==> config.mk <==
export PLATFORM = sky130hd
export DESIGN_NAME = power_clock_source_control
export DESIGN_NICKNAME = d
export VERILOG_FILES = /design/src/verilog/pcs_pkg.sv /design/src/verilog/pcs_clock_if.sv /design/src/verilog/pcs_clock_pin.sv /design/src/verilog/power_clock_source_control.sv
export VERILOG_INCLUDE_DIRS = /design/src /design/src/verilog
export SDC_FILE = /design/constraint.sdc
export NUM_CORES = 1
export LEC_CHECK = 0
export BUFFER_PORTS_ARGS = -buffer_cell sky130_fd_sc_hd__buf_2
export CAP_MARGIN = 0
export CORE_MARGIN = 2
export CORE_UTILIZATION = 52
export DETAILED_ROUTE_END_ITERATION = 12
export GPL_ROUTABILITY_DRIVEN = 1
export PLACE_DENSITY = 0.89
export SLEW_MARGIN = 40
export SYNTH_ARGS = -nofsm -noshare
export SYNTH_HDL_FRONTEND = slang
export SYNTH_SLANG_ARGS = --single-unit
==> constraint.sdc <==
create_clock -name pclk -period 3.85 [get_ports pclk]
set_input_delay 0.385 -clock pclk [delete_from_list [all_inputs] [get_ports pclk]]
set_output_delay 0.385 -clock pclk [all_outputs]
set_load 0.02 [all_outputs]
==> src/verilog/pcs_map.svh <==
// Register map, field positions and reset values of the power and clock bank
`ifndef PCS_MAP_SVH
`define PCS_MAP_SVH

// Register indices; byte address is four times the index
`define IDX_AMP_BUFFER     8'h30
`define IDX_BLOCK_POWER    8'h31
`define IDX_OSC_TRIM       8'h32
`define IDX_EXCITATION     8'h33
`define IDX_CLOCK_STATUS   8'h34

// Writable bits of each register
`define MASK_AMP_BUFFER    16'h0003
`define MASK_BLOCK_POWER   16'h1133
`define MASK_OSC_TRIM      16'h1f01
`define MASK_EXCITATION    16'h0007

// Field positions
`define BIT_AMP1_BUF       0
`define BIT_AMP2_BUF       1
`define BIT_FLASH_PWR      12
`define BIT_ADC_PWR        8
`define BIT_CONV2_PWR      5
`define BIT_CONV1_PWR      4
`define BIT_AMP2_PWR       1
`define BIT_AMP1_PWR       0
`define POS_TRIM_LSB       8
`define POS_TRIM_MSB       12
`define BIT_CLK_OUT_EN     0
`define POS_ISRC_MSB       2
`define BIT_STAT_INTERNAL  0
`define BIT_STAT_RUNNING   1
`define BIT_STAT_DRIVING   2

// Reset values
`define RST_AMP_BUFFER     16'h0000
`define RST_BLOCK_POWER    16'h0000
`define RST_OSC_TRIM       16'h0000
`define RST_EXCITATION     16'h0000

// Excitation current step, in microamps
`define ISRC_STEP_UA       12'h0a7

`endif

==> src/verilog/pcs_pkg.sv <==
// Types shared by the power and clock bank
`default_nettype none

package pcs_pkg;

    typedef enum logic [1:0] {
        CLK_EXTERNAL,
        CLK_INT_QUIET,
        CLK_INT_DRIVE
    } clock_mode_type;

    typedef logic [15:0] reg_word_type;

endpackage

`default_nettype wire

==> src/verilog/pcs_clock_if.sv <==
// Control and status between the register bank and the clock pin logic
`timescale 1ns/1ps
`default_nettype none

interface pcs_clock_if;
    logic clock_out_drive_en;
    logic internal_sel;
    logic osc_running;
    logic pin_driving;

    modport bank (output clock_out_drive_en, input internal_sel, osc_running, pin_driving);
    modport pin  (input clock_out_drive_en, output internal_sel, osc_running, pin_driving);
endinterface

`default_nettype wire

==> src/verilog/pcs_clock_pin.sv <==
// Clock source strap, oscillator run control and shared clock pin driver
`timescale 1ns/1ps
`default_nettype none

module pcs_clock_pin
    import pcs_pkg::*;
(
    input  wire logic   pclk,
    input  wire logic   presetn,
    input  wire logic   clock_source_strap,
    input  wire logic   shared_clock_pin_i,
    output logic        shared_clock_pin_o,
    output logic        shared_clock_pin_oe,
    output logic        pin_clock_sync,
    pcs_clock_if.pin    ctl
);

    logic           strap_meta_q;
    logic           strap_q;
    logic           pin_meta_q;
    logic           pin_q;
    logic           osc_div_q;
    logic           run_q;
    logic           drive_q;
    clock_mode_type mode;

    // Strap and pin are asynchronous; two flops before use
    always_ff @(posedge pclk or negedge presetn) begin
        if (!presetn) begin
            strap_meta_q <= 1'b0;
            strap_q      <= 1'b0;
            pin_meta_q   <= 1'b0;
            pin_q        <= 1'b0;
        end else begin
            strap_meta_q <= clock_source_strap;
            strap_q      <= strap_meta_q;
            pin_meta_q   <= shared_clock_pin_i;
            pin_q        <= pin_meta_q;
        end
    end

    assign mode = !strap_q ? CLK_EXTERNAL :
                  ctl.clock_out_drive_en ? CLK_INT_DRIVE : CLK_INT_QUIET;

    // Divided stand-in for the internal oscillator; held at zero while halted
    always_ff @(posedge pclk or negedge presetn) begin
        if (!presetn) begin
            run_q     <= 1'b0;
            drive_q   <= 1'b0;
            osc_div_q <= 1'b0;
        end else begin
            case (mode)
                CLK_EXTERNAL: begin
                    run_q   <= 1'b0;
                    drive_q <= 1'b0;
                end
                CLK_INT_QUIET: begin
                    run_q   <= 1'b1;
                    drive_q <= 1'b0;
                end
                CLK_INT_DRIVE: begin
                    run_q   <= 1'b1;
                    drive_q <= 1'b1;
                end
                default: begin
                    run_q   <= 1'b0;
                    drive_q <= 1'b0;
                end
            endcase
            osc_div_q <= run_q ? ~osc_div_q : 1'b0;
        end
    end

    assign shared_clock_pin_o  = osc_div_q;
    assign shared_clock_pin_oe = drive_q;
    // External clock passed on in every mode; the strap is not consulted
    assign pin_clock_sync      = pin_q;
    assign ctl.internal_sel    = strap_q;
    assign ctl.osc_running     = run_q;
    assign ctl.pin_driving     = drive_q;

endmodule // pcs_clock_pin

`default_nettype wire

==> src/verilog/power_clock_source_control.sv <==
// APB register bank for block power, oscillator trim and excitation current
//
// Local design decision: the APB interface to the registers.
`timescale 1ns/1ps
`default_nettype none
`include "pcs_map.svh"

// Function
// - Three-bit excitation code in bits 2..0, each step adds -167 uA.
// - Bit 12 enables power to flash write and erase circuitry.
// - Bit 8 powers the input converter.
// - Bit 5 powers output converter two, bit 4 converter one.
// - Bits 1 and 0 power amp pairs two and one; off means outputs float.
// - An enabled output converter forces its amps powered and buffered.
// - Five-bit two's-complement oscillator trim in bits 12..8, zero nominal.
// - Clock-out enable at bit 0 acts only with internal oscillator strapped.
// - Strap low halts the oscillator and makes the clock pin an input.
// - Strap high, enable low: oscillator runs, clock pin driver off.
// - Strap high, enable high: oscillator runs and drives the clock pin.
// - One buffer-mode bit per amp pair; one means buffer configuration.

module power_clock_source_control
    import pcs_pkg::*;
(
    input  wire logic                pclk,
    input  wire logic                presetn,
    input  wire logic [11:0]         paddr,
    input  wire logic                psel,
    input  wire logic                penable,
    input  wire logic                pwrite,
    input  wire logic [31:0]         pwdata,
    input  wire logic [3:0]          pstrb,
    output logic      [31:0]         prdata,
    output logic                     pready,
    output logic                     pslverr,
    input  wire logic                clock_source_strap,
    input  wire logic                shared_clock_pin_i,
    output logic                     shared_clock_pin_o,
    output logic                     shared_clock_pin_oe,
    output logic                     pin_clock_sync,
    output logic                     flash_program_power_en,
    output logic                     converter_in_power_en,
    output logic                     out_conv1_power_en,
    output logic                     out_conv2_power_en,
    output logic                     amp_pair1_power_en,
    output logic                     amp_pair2_power_en,
    output logic                     amp_pair1_buffer_mode,
    output logic                     amp_pair2_buffer_mode,
    output logic                     osc_run,
    output logic      [4:0]          osc_trim_code,
    output logic      [2:0]          excitation_current_code,
    output logic signed [11:0]       excitation_current_ua
);

    // Byte address of a register index
    function automatic logic [11:0] byte_addr(input logic [7:0] idx);
        byte_addr = {2'b00, idx, 2'b00};
    endfunction

    // Merge enabled low byte lanes, then drop bits that do not exist
    function automatic reg_word_type lane_merge(
        input reg_word_type old_val,
        input logic [31:0]  wdata,
        input logic [3:0]   strb,
        input reg_word_type mask
    );
        reg_word_type lanes;
        lanes      = {{8{strb[1]}}, {8{strb[0]}}};
        lane_merge = ((old_val & ~lanes) | (wdata[15:0] & lanes)) & mask;
    endfunction

    pcs_clock_if  clk_bus ();

    reg_word_type amp_buffer_q;
    reg_word_type block_power_q;
    reg_word_type osc_trim_q;
    reg_word_type excitation_q;

    logic [31:0]  prdata_q;
    logic         pready_q;
    logic         pslverr_q;
    logic         flash_pwr_q;
    logic         adc_pwr_q;
    logic         conv1_pwr_q;
    logic         conv2_pwr_q;
    logic         amp1_pwr_q;
    logic         amp2_pwr_q;
    logic         amp1_buf_q;
    logic         amp2_buf_q;
    logic [4:0]   trim_q;
    logic [2:0]   isrc_q;
    logic signed [11:0] isrc_ua_q;

    // Address decode
    wire          setup_phase = psel && !penable;
    wire          write_take  = psel && penable && pready_q && pwrite;
    wire          hit_buffer  = paddr == byte_addr(`IDX_AMP_BUFFER);
    wire          hit_power   = paddr == byte_addr(`IDX_BLOCK_POWER);
    wire          hit_osc     = paddr == byte_addr(`IDX_OSC_TRIM);
    wire          hit_isrc    = paddr == byte_addr(`IDX_EXCITATION);
    wire          hit_status  = paddr == byte_addr(`IDX_CLOCK_STATUS);
    wire          hit_any     = hit_buffer || hit_power || hit_osc
                                || hit_isrc || hit_status;
    // Status is read-only; a write to it is refused
    wire          bad_access  = !hit_any || (hit_status && pwrite);

    wire reg_word_type status_word = {13'h0000,
                                      clk_bus.pin_driving,
                                      clk_bus.osc_running,
                                      clk_bus.internal_sel};

    // Read selection; unused positions are already zero in storage
    wire reg_word_type read_word =
        hit_buffer ? amp_buffer_q  :
        hit_power  ? block_power_q :
        hit_osc    ? osc_trim_q    :
        hit_isrc   ? excitation_q  :
        hit_status ? status_word   : 16'h0000;

    // Next values of the software registers
    wire reg_word_type amp_buffer_d = lane_merge(amp_buffer_q, pwdata, pstrb,
                                                 `MASK_AMP_BUFFER);
    wire reg_word_type block_power_d = lane_merge(block_power_q, pwdata, pstrb,
                                                  `MASK_BLOCK_POWER);
    // Reserved bits 5..4 are never stored, whatever software writes
    wire reg_word_type osc_trim_d = lane_merge(osc_trim_q, pwdata, pstrb,
                                               `MASK_OSC_TRIM);
    wire reg_word_type excitation_d = lane_merge(excitation_q, pwdata, pstrb,
                                                 `MASK_EXCITATION);

    // Zero-wait slave: answer in the first access cycle
    always_ff @(posedge pclk or negedge presetn) begin
        if (!presetn) begin
            pready_q  <= 1'b0;
            pslverr_q <= 1'b0;
            prdata_q  <= 32'h0000_0000;
        end else begin
            pready_q  <= setup_phase;
            pslverr_q <= setup_phase && bad_access;
            if (setup_phase && !pwrite) begin
                prdata_q <= {16'h0000, read_word};
            end
        end
    end

    always_ff @(posedge pclk or negedge presetn) begin
        if (!presetn) begin
            amp_buffer_q  <= `RST_AMP_BUFFER;
            block_power_q <= `RST_BLOCK_POWER;
            osc_trim_q    <= `RST_OSC_TRIM;
            excitation_q  <= `RST_EXCITATION;
        end else if (write_take) begin
            if (hit_buffer) begin
                amp_buffer_q <= amp_buffer_d;
            end
            if (hit_power) begin
                block_power_q <= block_power_d;
            end
            if (hit_osc) begin
                osc_trim_q <= osc_trim_d;
            end
            if (hit_isrc) begin
                excitation_q <= excitation_d;
            end
        end
    end

    // Converter power bits double as the converter enables
    wire conv1_on = block_power_q[`BIT_CONV1_PWR];
    wire conv2_on = block_power_q[`BIT_CONV2_PWR];
    wire [2:0] isrc_code = excitation_q[`POS_ISRC_MSB:0];

    // Registered outputs; one cycle behind the register write
    always_ff @(posedge pclk or negedge presetn) begin
        if (!presetn) begin
            flash_pwr_q <= 1'b0;
            adc_pwr_q   <= 1'b0;
            conv1_pwr_q <= 1'b0;
            conv2_pwr_q <= 1'b0;
            amp1_pwr_q  <= 1'b0;
            amp2_pwr_q  <= 1'b0;
            amp1_buf_q  <= 1'b0;
            amp2_buf_q  <= 1'b0;
            trim_q      <= 5'h00;
            isrc_q      <= 3'h0;
            isrc_ua_q   <= 12'h000;
        end else begin
            flash_pwr_q <= block_power_q[`BIT_FLASH_PWR];
            adc_pwr_q   <= block_power_q[`BIT_ADC_PWR];
            conv1_pwr_q <= conv1_on;
            conv2_pwr_q <= conv2_on;
            amp1_pwr_q  <= block_power_q[`BIT_AMP1_PWR] || conv1_on;
            amp2_pwr_q  <= block_power_q[`BIT_AMP2_PWR] || conv2_on;
            amp1_buf_q  <= amp_buffer_q[`BIT_AMP1_BUF] || conv1_on;
            amp2_buf_q  <= amp_buffer_q[`BIT_AMP2_BUF] || conv2_on;
            trim_q      <= osc_trim_q[`POS_TRIM_MSB:`POS_TRIM_LSB];
            isrc_q      <= isrc_code;
            isrc_ua_q   <= 12'h000 - `ISRC_STEP_UA * {9'h000, isrc_code};
        end
    end

    assign clk_bus.clock_out_drive_en = osc_trim_q[`BIT_CLK_OUT_EN];

    pcs_clock_pin u_clock_pin (
        .pclk                (pclk),
        .presetn             (presetn),
        .clock_source_strap  (clock_source_strap),
        .shared_clock_pin_i  (shared_clock_pin_i),
        .shared_clock_pin_o  (shared_clock_pin_o),
        .shared_clock_pin_oe (shared_clock_pin_oe),
        .pin_clock_sync      (pin_clock_sync),
        .ctl                 (clk_bus.pin)
    );

    assign prdata                  = prdata_q;
    assign pready                  = pready_q;
    assign pslverr                 = pslverr_q;
    assign flash_program_power_en  = flash_pwr_q;
    assign converter_in_power_en   = adc_pwr_q;
    assign out_conv1_power_en      = conv1_pwr_q;
    assign out_conv2_power_en      = conv2_pwr_q;
    assign amp_pair1_power_en      = amp1_pwr_q;
    assign amp_pair2_power_en      = amp2_pwr_q;
    assign amp_pair1_buffer_mode   = amp1_buf_q;
    assign amp_pair2_buffer_mode   = amp2_buf_q;
    assign osc_run                 = clk_bus.osc_running;
    assign osc_trim_code           = trim_q;
    assign excitation_current_code = isrc_q;
    assign excitation_current_ua   = isrc_ua_q;

    // Checks

    a_isrc_step_value:
        assert property (@(posedge pclk) disable iff (!presetn)
            excitation_current_ua == 12'h000 - 12'h0a7 * {9'h000, excitation_current_code})
        else $error("excitation current not code times step");

    a_flash_power_follow:
        assert property (@(posedge pclk) disable iff (!presetn)
            write_take && hit_power
            |=> ##1 flash_program_power_en == $past(pwdata[12], 2) || !$past(pstrb[1], 2))
        else $error("flash power does not follow write");

    a_adc_power_follow:
        assert property (@(posedge pclk) disable iff (!presetn)
            ##1 converter_in_power_en == $past(block_power_q[8]))
        else $error("input converter power mismatch");

    a_conv_power_follow:
        assert property (@(posedge pclk) disable iff (!presetn)
            ##1 (out_conv2_power_en == $past(block_power_q[5]))
                && (out_conv1_power_en == $past(block_power_q[4])))
        else $error("output converter power mismatch");

    a_amp_power_off:
        assert property (@(posedge pclk) disable iff (!presetn)
            ##1 $past(block_power_q[1:0]) == 2'b00 && $past(block_power_q[5:4]) == 2'b00
            |-> !amp_pair1_power_en && !amp_pair2_power_en)
        else $error("amp pair powered while off");

    a_conv_forces_amps:
        assert property (@(posedge pclk) disable iff (!presetn)
            (!out_conv1_power_en || (amp_pair1_power_en && amp_pair1_buffer_mode))
            && (!out_conv2_power_en || (amp_pair2_power_en && amp_pair2_buffer_mode)))
        else $error("converter on without buffered amps");

    a_trim_follow:
        assert property (@(posedge pclk) disable iff (!presetn)
            write_take && hit_osc && pstrb[1]
            |=> ##1 osc_trim_code == $past(pwdata[12:8], 2))
        else $error("trim code did not follow write");

    a_strap_low_halt:
        assert property (@(posedge pclk) disable iff (!presetn)
            !clock_source_strap [*4] |-> !osc_run && !shared_clock_pin_oe)
        else $error("oscillator runs or pin driven with strap low");

    a_quiet_pin:
        assert property (@(posedge pclk) disable iff (!presetn)
            clk_bus.internal_sel && !osc_trim_q[0] |=> osc_run && !shared_clock_pin_oe)
        else $error("pin driven while clock out disabled");

    a_drive_pin:
        assert property (@(posedge pclk) disable iff (!presetn)
            clk_bus.internal_sel && osc_trim_q[0] |=> osc_run && shared_clock_pin_oe)
        else $error("clock not driven out when enabled");

    a_unused_zero:
        assert property (@(posedge pclk) disable iff (!presetn)
            (block_power_q & 16'heecc) == 16'h0000 && (osc_trim_q & 16'he0fe) == 16'h0000
            && (excitation_q[15:3] == 13'h0000) && (amp_buffer_q[15:2] == 14'h0000))
        else $error("unused bit holds a value");

    a_buffer_follow:
        assert property (@(posedge pclk) disable iff (!presetn)
            ##1 !$past(block_power_q[5])
            |-> amp_pair2_buffer_mode == $past(amp_buffer_q[1]))
        else $error("buffer mode mismatch");

    a_apb_answer:
        assert property (@(posedge pclk) disable iff (!presetn)
            psel && !penable |=> pready)
        else $error("no answer in first access cycle");

    a_amp_power_on:
        assert property (@(posedge pclk) disable iff (!presetn)
            ##1 (amp_pair1_power_en == $past(block_power_q[0] || block_power_q[4]))
                && (amp_pair2_power_en == $past(block_power_q[1] || block_power_q[5])))
        else $error("amp pair power mismatch");

    a_amp1_buffer_follow:
        assert property (@(posedge pclk) disable iff (!presetn)
            ##1 !$past(block_power_q[4])
            |-> amp_pair1_buffer_mode == $past(amp_buffer_q[0]))
        else $error("buffer mode mismatch on pair one");

    a_slave_error:
        assert property (@(posedge pclk) disable iff (!presetn)
            setup_phase |=> pslverr == $past(bad_access))
        else $error("slave error does not match decode");

    a_halted_pin_low:
        assert property (@(posedge pclk) disable iff (!presetn)
            !osc_run |=> !shared_clock_pin_o)
        else $error("clock out moves while halted");

    a_clock_toggles:
        assert property (@(posedge pclk) disable iff (!presetn)
            osc_run |=> $changed(shared_clock_pin_o))
        else $error("internal clock stands still");

    a_enable_needs_strap:
        assert property (@(posedge pclk) disable iff (!presetn)
            !clk_bus.internal_sel |=> !shared_clock_pin_oe)
        else $error("pin driven with external clock strapped");

    a_isrc_code_follow:
        assert property (@(posedge pclk) disable iff (!presetn)
            ##1 excitation_current_code == $past(excitation_q[2:0]))
        else $error("excitation code does not follow register");

endmodule // power_clock_source_control

`default_nettype wire

==> results of run 1 <==
## critical path, cell delays in order (launching register included)
cell and delay, ps:
dfrtp_1 590, inv_1 150, fa_1 490, ha_1 350, and3_1 220, a211oi_1 440
a21oi_1 130, a221oi_1 260
## metal layers
metal / GRT usage / vias to the layer above / part of all wire
li1: - / 1004 / -
met1: 0.251 / 1011 / 0.44
met2: 0.311 / 104 / 0.47
met3: 0.0438 / 11 / 0.073
met4: 0.0831 / 0 / 0.020
met5: 0 / - / 0
## Yosys cell counts (2+ instances only)
library cell / count
a21o_1: 2
a21oi_1: 4
a22oi_1: 3
a31oi_1: 2
and2_1: 3
and3_1: 3
and4_1: 2
buf_4: 23
clkbuf_1: 3
dfrtp_1: 63
fa_1: 2
ha_1: 17
inv_1: 10
mux2_2: 18
mux2i_1: 3
nand2_1: 20
nand2b_1: 6
nand3_1: 5
nor2_1: 7
nor2b_1: 5
nor3_1: 4
nor3_4: 2
nor4_1: 2
o21ai_0: 4
o31ai_1: 4
or2_2: 4
or3_1: 2
or3b_2: 3
or4_1: 2
xnor2_1: 4
xor2_1: 4
## kinds of logic after synthesis
family | synth area share
xor gates and xnor gates | 0.0229
adders and majority gates | 0.0827
DFF | 0.516
AOI/OAI and AO/OA | 0.0643
muxes | 0.0835
other | 0.00123
and+or+nand+nor | 0.152
buffers and inverters | 0.0778
## layout make-up
type | count | area (sq um)
clock buffers | 9 | 124
clock inverters | 7 | 72.6
fillers | 433 | 2000
inverters | 10 | 37.5
multi-input cells | 176 | 1320
flip-flops and latches | 63 | 1580
well taps | 72 | 90.1
repair buffers | 75 | 382
## power groups by stage
stage	registers [mW]	logic, mW	clock network, mW
floorplan	0.685	0.0517	0
global placement	0.681	0.0733	0
detailed placement	0.681	0.0746	0
CTS	0.668	0.0747	0.574
global route	0.669	0.0829	0.604
finish	0.668	0.0748	0.565
## how the worst max path moves through the flow
| stage | startpoint | endpoint | slack (ps) | cells after the start |
|---|---|---|---|---|
| final | register | excitation_current_ua[11]$_DFF_PN0_ | 1110 | 7 |
| after floorplan | register | excitation_current_ua[10]$_DFF_PN0_ | 1510 | 8 |
| after detailed placement | register | excitation_current_ua[11]$_DFF_PN0_ | 1180 | 7 |
| after global routing | register | excitation_current_ua[11]$_DFF_PN0_ | 830 | 7 |
| after CTS | register | excitation_current_ua[11]$_DFF_PN0_ | 1150 | 7 |
| after global placement | paddr[9] | register | 1270 | 5 |
## metrics by stage
step,hold slack [ps],worst slack [ps],std cells,power (mW)
after global placement,334,1270,396,0.754
after detailed placement,341,1180,396,0.756
after global routing,150,830,412,1.36
after floorplan,89.4,1510,277,0.737
final,110,1110,412,1.31
after CTS,140,1150,412,1.32
==> qor.yml, run 1 <==
post-route-drc-count: 0
dieArea_sq_um: 6510
setup_viol: 0
ff2ff_path_depth: 7
crit_path_end_kind: "register"
arrival_ps: 2970
synth_top_area_cell: "dfrtp_1"
die_x_um: 80.7
cts_buffers: 9
ctsHtreeMaxLevel: 3
synth_top_area_share: 0.516
yosys_most_used_dff: "dfrtp_1"
placed_area_sq_um: 3400
rsz0062_at_grt: "no"
insertion_delay_ps: 340
synth_edf_count: 0
die_y_um: 80.7
outcome: "finished, final reports clean"
slew_violations: 0
clk_pin_slew_ps: 70
drt-pass1-iter-count: 4
maxSlewHeadroom: 0.540
comb_power_share: 0.057
grt_antenna_before_repair: 0
diodes: 0
nNetsFinal: 409
min_period_ps: 2740
routed_via_density: 5.17
powerDensity_nw_per_um2: 363
cts_sinks: 63
r2r_end: "excitation_current_ua[11]$_DFF_PN0_"
netlist_top_cells_area: "dfrtp_1 52%, ha_1 7.0%, mux2_2 6.6%"
synth_warnings: 0
gr-usage-all-layers: 0.193
overflow: 0
synthCells: 256
hold_class: "input pin to asynchronous set/reset pin"
cp.required_ps: 4080
critPathKind: "register to register"
routed_wl_um: 5910
p_sw_mw: 0.323
cts_tree: "done"
max_freq_mhz: 365
power.share.switching: 0.247
syn-cell-area_sq_um: 3060
synth_cell_types: 51
drtIter0Drc: 108
critPathMaxFanout: 10
worst_pin_slew_ps: 683
cts-resized-gates: 0
dp_hpwl_um: 4420
fin_area_sq_um: 3600
drv_cap: 0
pwr-share-seq: 0.511
cp-start-kind: "register"
vdd_ir_drop_max_mv: 0.198
grt_pass1_wl_um: 9490
start_util: 0.545
routedWlPerCell_um: 14.3
yosysSeqAreaShare: 0.516
syn_area_per_cell_sq_um: 11.9
skew_ps: 6.00
drive_gt1_frac: 0.362
grt_pass1_vias: 1999
design.core.area_sq_um: 5610
num_rows: 27
final_cell_mix: "74 x buf_2, 63 x dfrtp_1, 22 x conb_1"
finalSetupTns_ps: 0
post-cts-setup-buffers: 0
area.growth.synth_to_final_pct: 17.9
ios: 121
gp_congestion: 0.817
grt_max_degree: 64
p_leak_nw: 1.95
post-route-util: 0.643
finalCritPeriodShare: 0.712
r2r_setup_slack_ps: 1110
vias: 2130
final_hold_viol_count: 0
ant_nets: 0
portBuffers: 74
final_common_cell: "buf_2"
async_flop_share: 1.00
root_buffer: "clkbuf_8"
ys_ff_latch: 63
clockBufferDepth: 2
clockPowerShare: 0.432
intPower_mw: 0.985
cts_hold_buf: 0
No activity file was read; power rests on OpenSTA's default activity.
==> run 2: changes to the inputs <==
ABC_AREA = 1   (was not set)
CORE_UTILIZATION = 49   (was 52)
PLACE_DENSITY = 0.84   (was 0.89)
clock period = 2.6 ns   (was 3.85 ns; I/O delays follow)
==> qor.yml, run 2 <==
yosys_most_used_dff: "dfrtp_1"  # unchanged
clk_pin_slew_ps: 70  # about the same
arrival_ps: 2610  # was 2970 ps
num_rows: 29  # was 27
final_common_cell: "nand2_1"  # was buf_2
syn-cell-area_sq_um: 3140  # was 3060 sq um
fin_ws_ps: 257  # was 1110 ps
synthCells: 346  # was 256
cp.required_ps: 2860  # was 4080 ps
area.growth.synth_to_final_pct: 20.0  # was 17.9%
synth_top_area_share: 0.503  # was 0.516
worst_pin_slew_ps: 486  # was 683 ps
yosysSeqAreaShare: 0.503  # was 0.516
min_period_ps: 2340  # was 2740 ps
routedWlPerCell_um: 12.5  # was 14.3 um
die_y_um: 84.0  # was 80.7 um
drt-pass1-iter-count: 4  # unchanged
ys_ff_latch: 63  # unchanged
syn_area_per_cell_sq_um: 9.06  # was 11.9 sq um
die_x_um: 84.0  # was 80.7 um
gr-usage-all-layers: 0.193  # about the same
final_hold_viol_count: 0  # unchanged
hold_class: "input pin to register"  # was input pin to asynchronous set/reset pin
power.share.switching: 0.243  # was 0.247
root_buffer: "clkbuf_8"  # unchanged
clockPowerShare: 0.458  # was 0.432
hold_path_depth: 1
placed_area_sq_um: 3530  # was 3400 sq um
comb_power_share: 0.061  # was 0.057
maxSlewHeadroom: 0.672  # was 0.540
dp.cells: 497  # was 396
diodes: 0  # unchanged
timing.hold.ws_ps: 19.8  # was 110 ps
max_freq_mhz: 427  # was 365 MHz
overflow: 0  # unchanged
p_sw_mw: 0.500  # was 0.323 mW
grt_max_degree: 36  # was 64
ctsHtreeMaxLevel: 3  # unchanged
cts_sinks: 63  # unchanged
routed_via_density: 4.86  # was 5.17
fin_area_sq_um: 3760  # was 3600 sq um
outcome: "finished, final reports clean"  # unchanged
synthTopCellsByCount: "83 x nand2_1, 63 x dfrtp_1, 37 x inv_1, 28 x nor2_1, 24 x nand3_1"  # was 63 x dfrtp_1, 23 x buf_4, 20 x nand2_1, 18 x mux2_2, 17 x ha_1
routed_wl_um: 6440  # was 5910 um
synth_warnings: 0  # unchanged
grt_antenna_before_repair: 0  # unchanged
cts_hold_buf: 0  # unchanged
drv_cap: 0  # unchanged
synth_cell_types: 32  # was 51
place_ws_ps: 328  # was 1180 ps
design.core.area_sq_um: 6280  # was 5610 sq um
grt_pass1_wl_um: 10800  # was 9490 um
grt_pass1_vias: 2363  # was 1,999
drive_gt1_frac: 0.249  # was 0.362
slew_violations: 0  # unchanged
final_cell_mix: "83 x nand2_1, 73 x buf_2, 63 x dfrtp_1"  # was 74 x buf_2, 63 x dfrtp_1, 22 x conb_1
cts-resized-gates: 0  # unchanged
ios: 121  # unchanged
rsz0062_at_grt: "no"  # unchanged
layout.cells.non_filler: 514  # was 412
cp-start-kind: "register"  # unchanged
intPower_mw: 1.56  # was 0.985 mW
drtIter0Drc: 115  # was 108
dp_hpwl_um: 4870  # was 4420 um
vias: 2496  # was 2,130
synth_top_area_cell: "dfrtp_1"  # unchanged
post-route-drc-count: 0  # unchanged
power_mw: 2.06  # was 1.31 mW
critPathKind: "register to register"  # unchanged
start_util: 0.500  # was 0.545
gp_congestion: 0.933  # was 0.817
p_leak_nw: 2.08  # was 1.95 nW
setup_viol: 0  # unchanged
crit_path_end_kind: "register"  # unchanged
finalSetupTns_ps: 0  # unchanged
finalCritPeriodShare: 0.901  # was 0.712
nNetsFinal: 506  # was 409
post-route-util: 0.600  # was 0.643
insertion_delay_ps: 350  # was 340 ps
dieArea_sq_um: 7060  # was 6510 sq um
ant_nets: 0  # unchanged
powerDensity_nw_per_um2: 547  # was 363 nW/um^2
portBuffers: 74  # unchanged
ff2ff_path_depth: 7  # unchanged
post-cts-setup-buffers: 0  # unchanged
skew_ps: 7.34  # was 6.00 ps
pwr-share-seq: 0.481  # was 0.511
async_flop_share: 1.00  # unchanged
synth_edf_count: 0  # unchanged
yosysMostFrequentCell: "nand2_1"  # was dfrtp_1
cts_buffers: 9  # unchanged
netlist_top_cells_area: "dfrtp_1 50%, nand2_1 9.9%, ha_1 6.8%"  # was dfrtp_1 52%, ha_1 7.0%, mux2_2 6.6%
vdd_ir_drop_max_mv: 0.560  # was 0.198 mV
cts_tree: "done"  # unchanged
critPathMaxFanout: 8  # was 10
clockBufferDepth: 2  # unchanged
run 2: layout make-up:
| class | count | area (sq um) |
|---|---|---|
| fillers | 530 | 2510 |
| flip-flops and latches | 63 | 1580 |
| multi-input cells | 239 | 1300 |
| repair buffers | 79 | 413 |
| inverters | 40 | 155 |
| clock buffers | 9 | 124 |
| clock inverters | 7 | 96.3 |
| well taps | 77 | 96.3 |
run 2: path summary, 6_finish.rpt:
check / startpoint / endpoint / slack, ps
max: register / excitation_current_ua[9]$_DFF_PN0_ / 260
min: shared_clock_pin_i / u_clock_pin.pin_meta_q$_DFF_PN0_ / 20
max reg2reg: register / excitation_current_ua[9]$_DFF_PN0_ / 260
min reg2reg: u_clock_pin.pin_meta_q$_DFF_PN0_ / u_clock_pin.pin_clock_sync$_DFF_PN0_ / 350
max in group asynchronous: presetn / prdata[5]$_DFFE_PN0P_ / 1610
min in group asynchronous: presetn / excitation_current_ua[10]$_DFF_PN0_ / 410
run 2: cells by family (layout without fill, tap and decap cells):
family          after synthesis  in the layout  synth area share
xor+xnor                     10             10            0.0279
simple gates                155            155             0.223
buf+inv                      65            135             0.107
flops                        63             63             0.503
compound gates               33             33            0.0571
other cells                   1             22           0.00120
fa+ha+maj                    19             19            0.0806
run 2: layer usage:
layer,global-route usage,routed length (um),vias up
met3,0.0406,385,16
met1,0.258,2890,1167
li1,-,-,1228
met2,0.306,3050,85
met5,0,0,-
met4,0.0806,123,0
run 2: worst max-delay path, cell delays in order (launching register included):
cell     delay [ps]
dfrtp_1         500
fa_1            550
ha_1            400
nand2_1          90
o21ai_0         350
nand2_1          90
nand2_1         120
xor2_1          160
run 2: power by group through the flow:
stage          logic (mW)  clock network (mW)  registers [mW]
2_1_floorplan      0.0796                   0            1.02
3_3_place_gp        0.121                   0            1.01
3_5_place_dp        0.124                   0            1.01
4_1_cts             0.125               0.953           0.991
5_1_grt             0.139               0.998           0.991
6_report            0.125               0.942           0.991
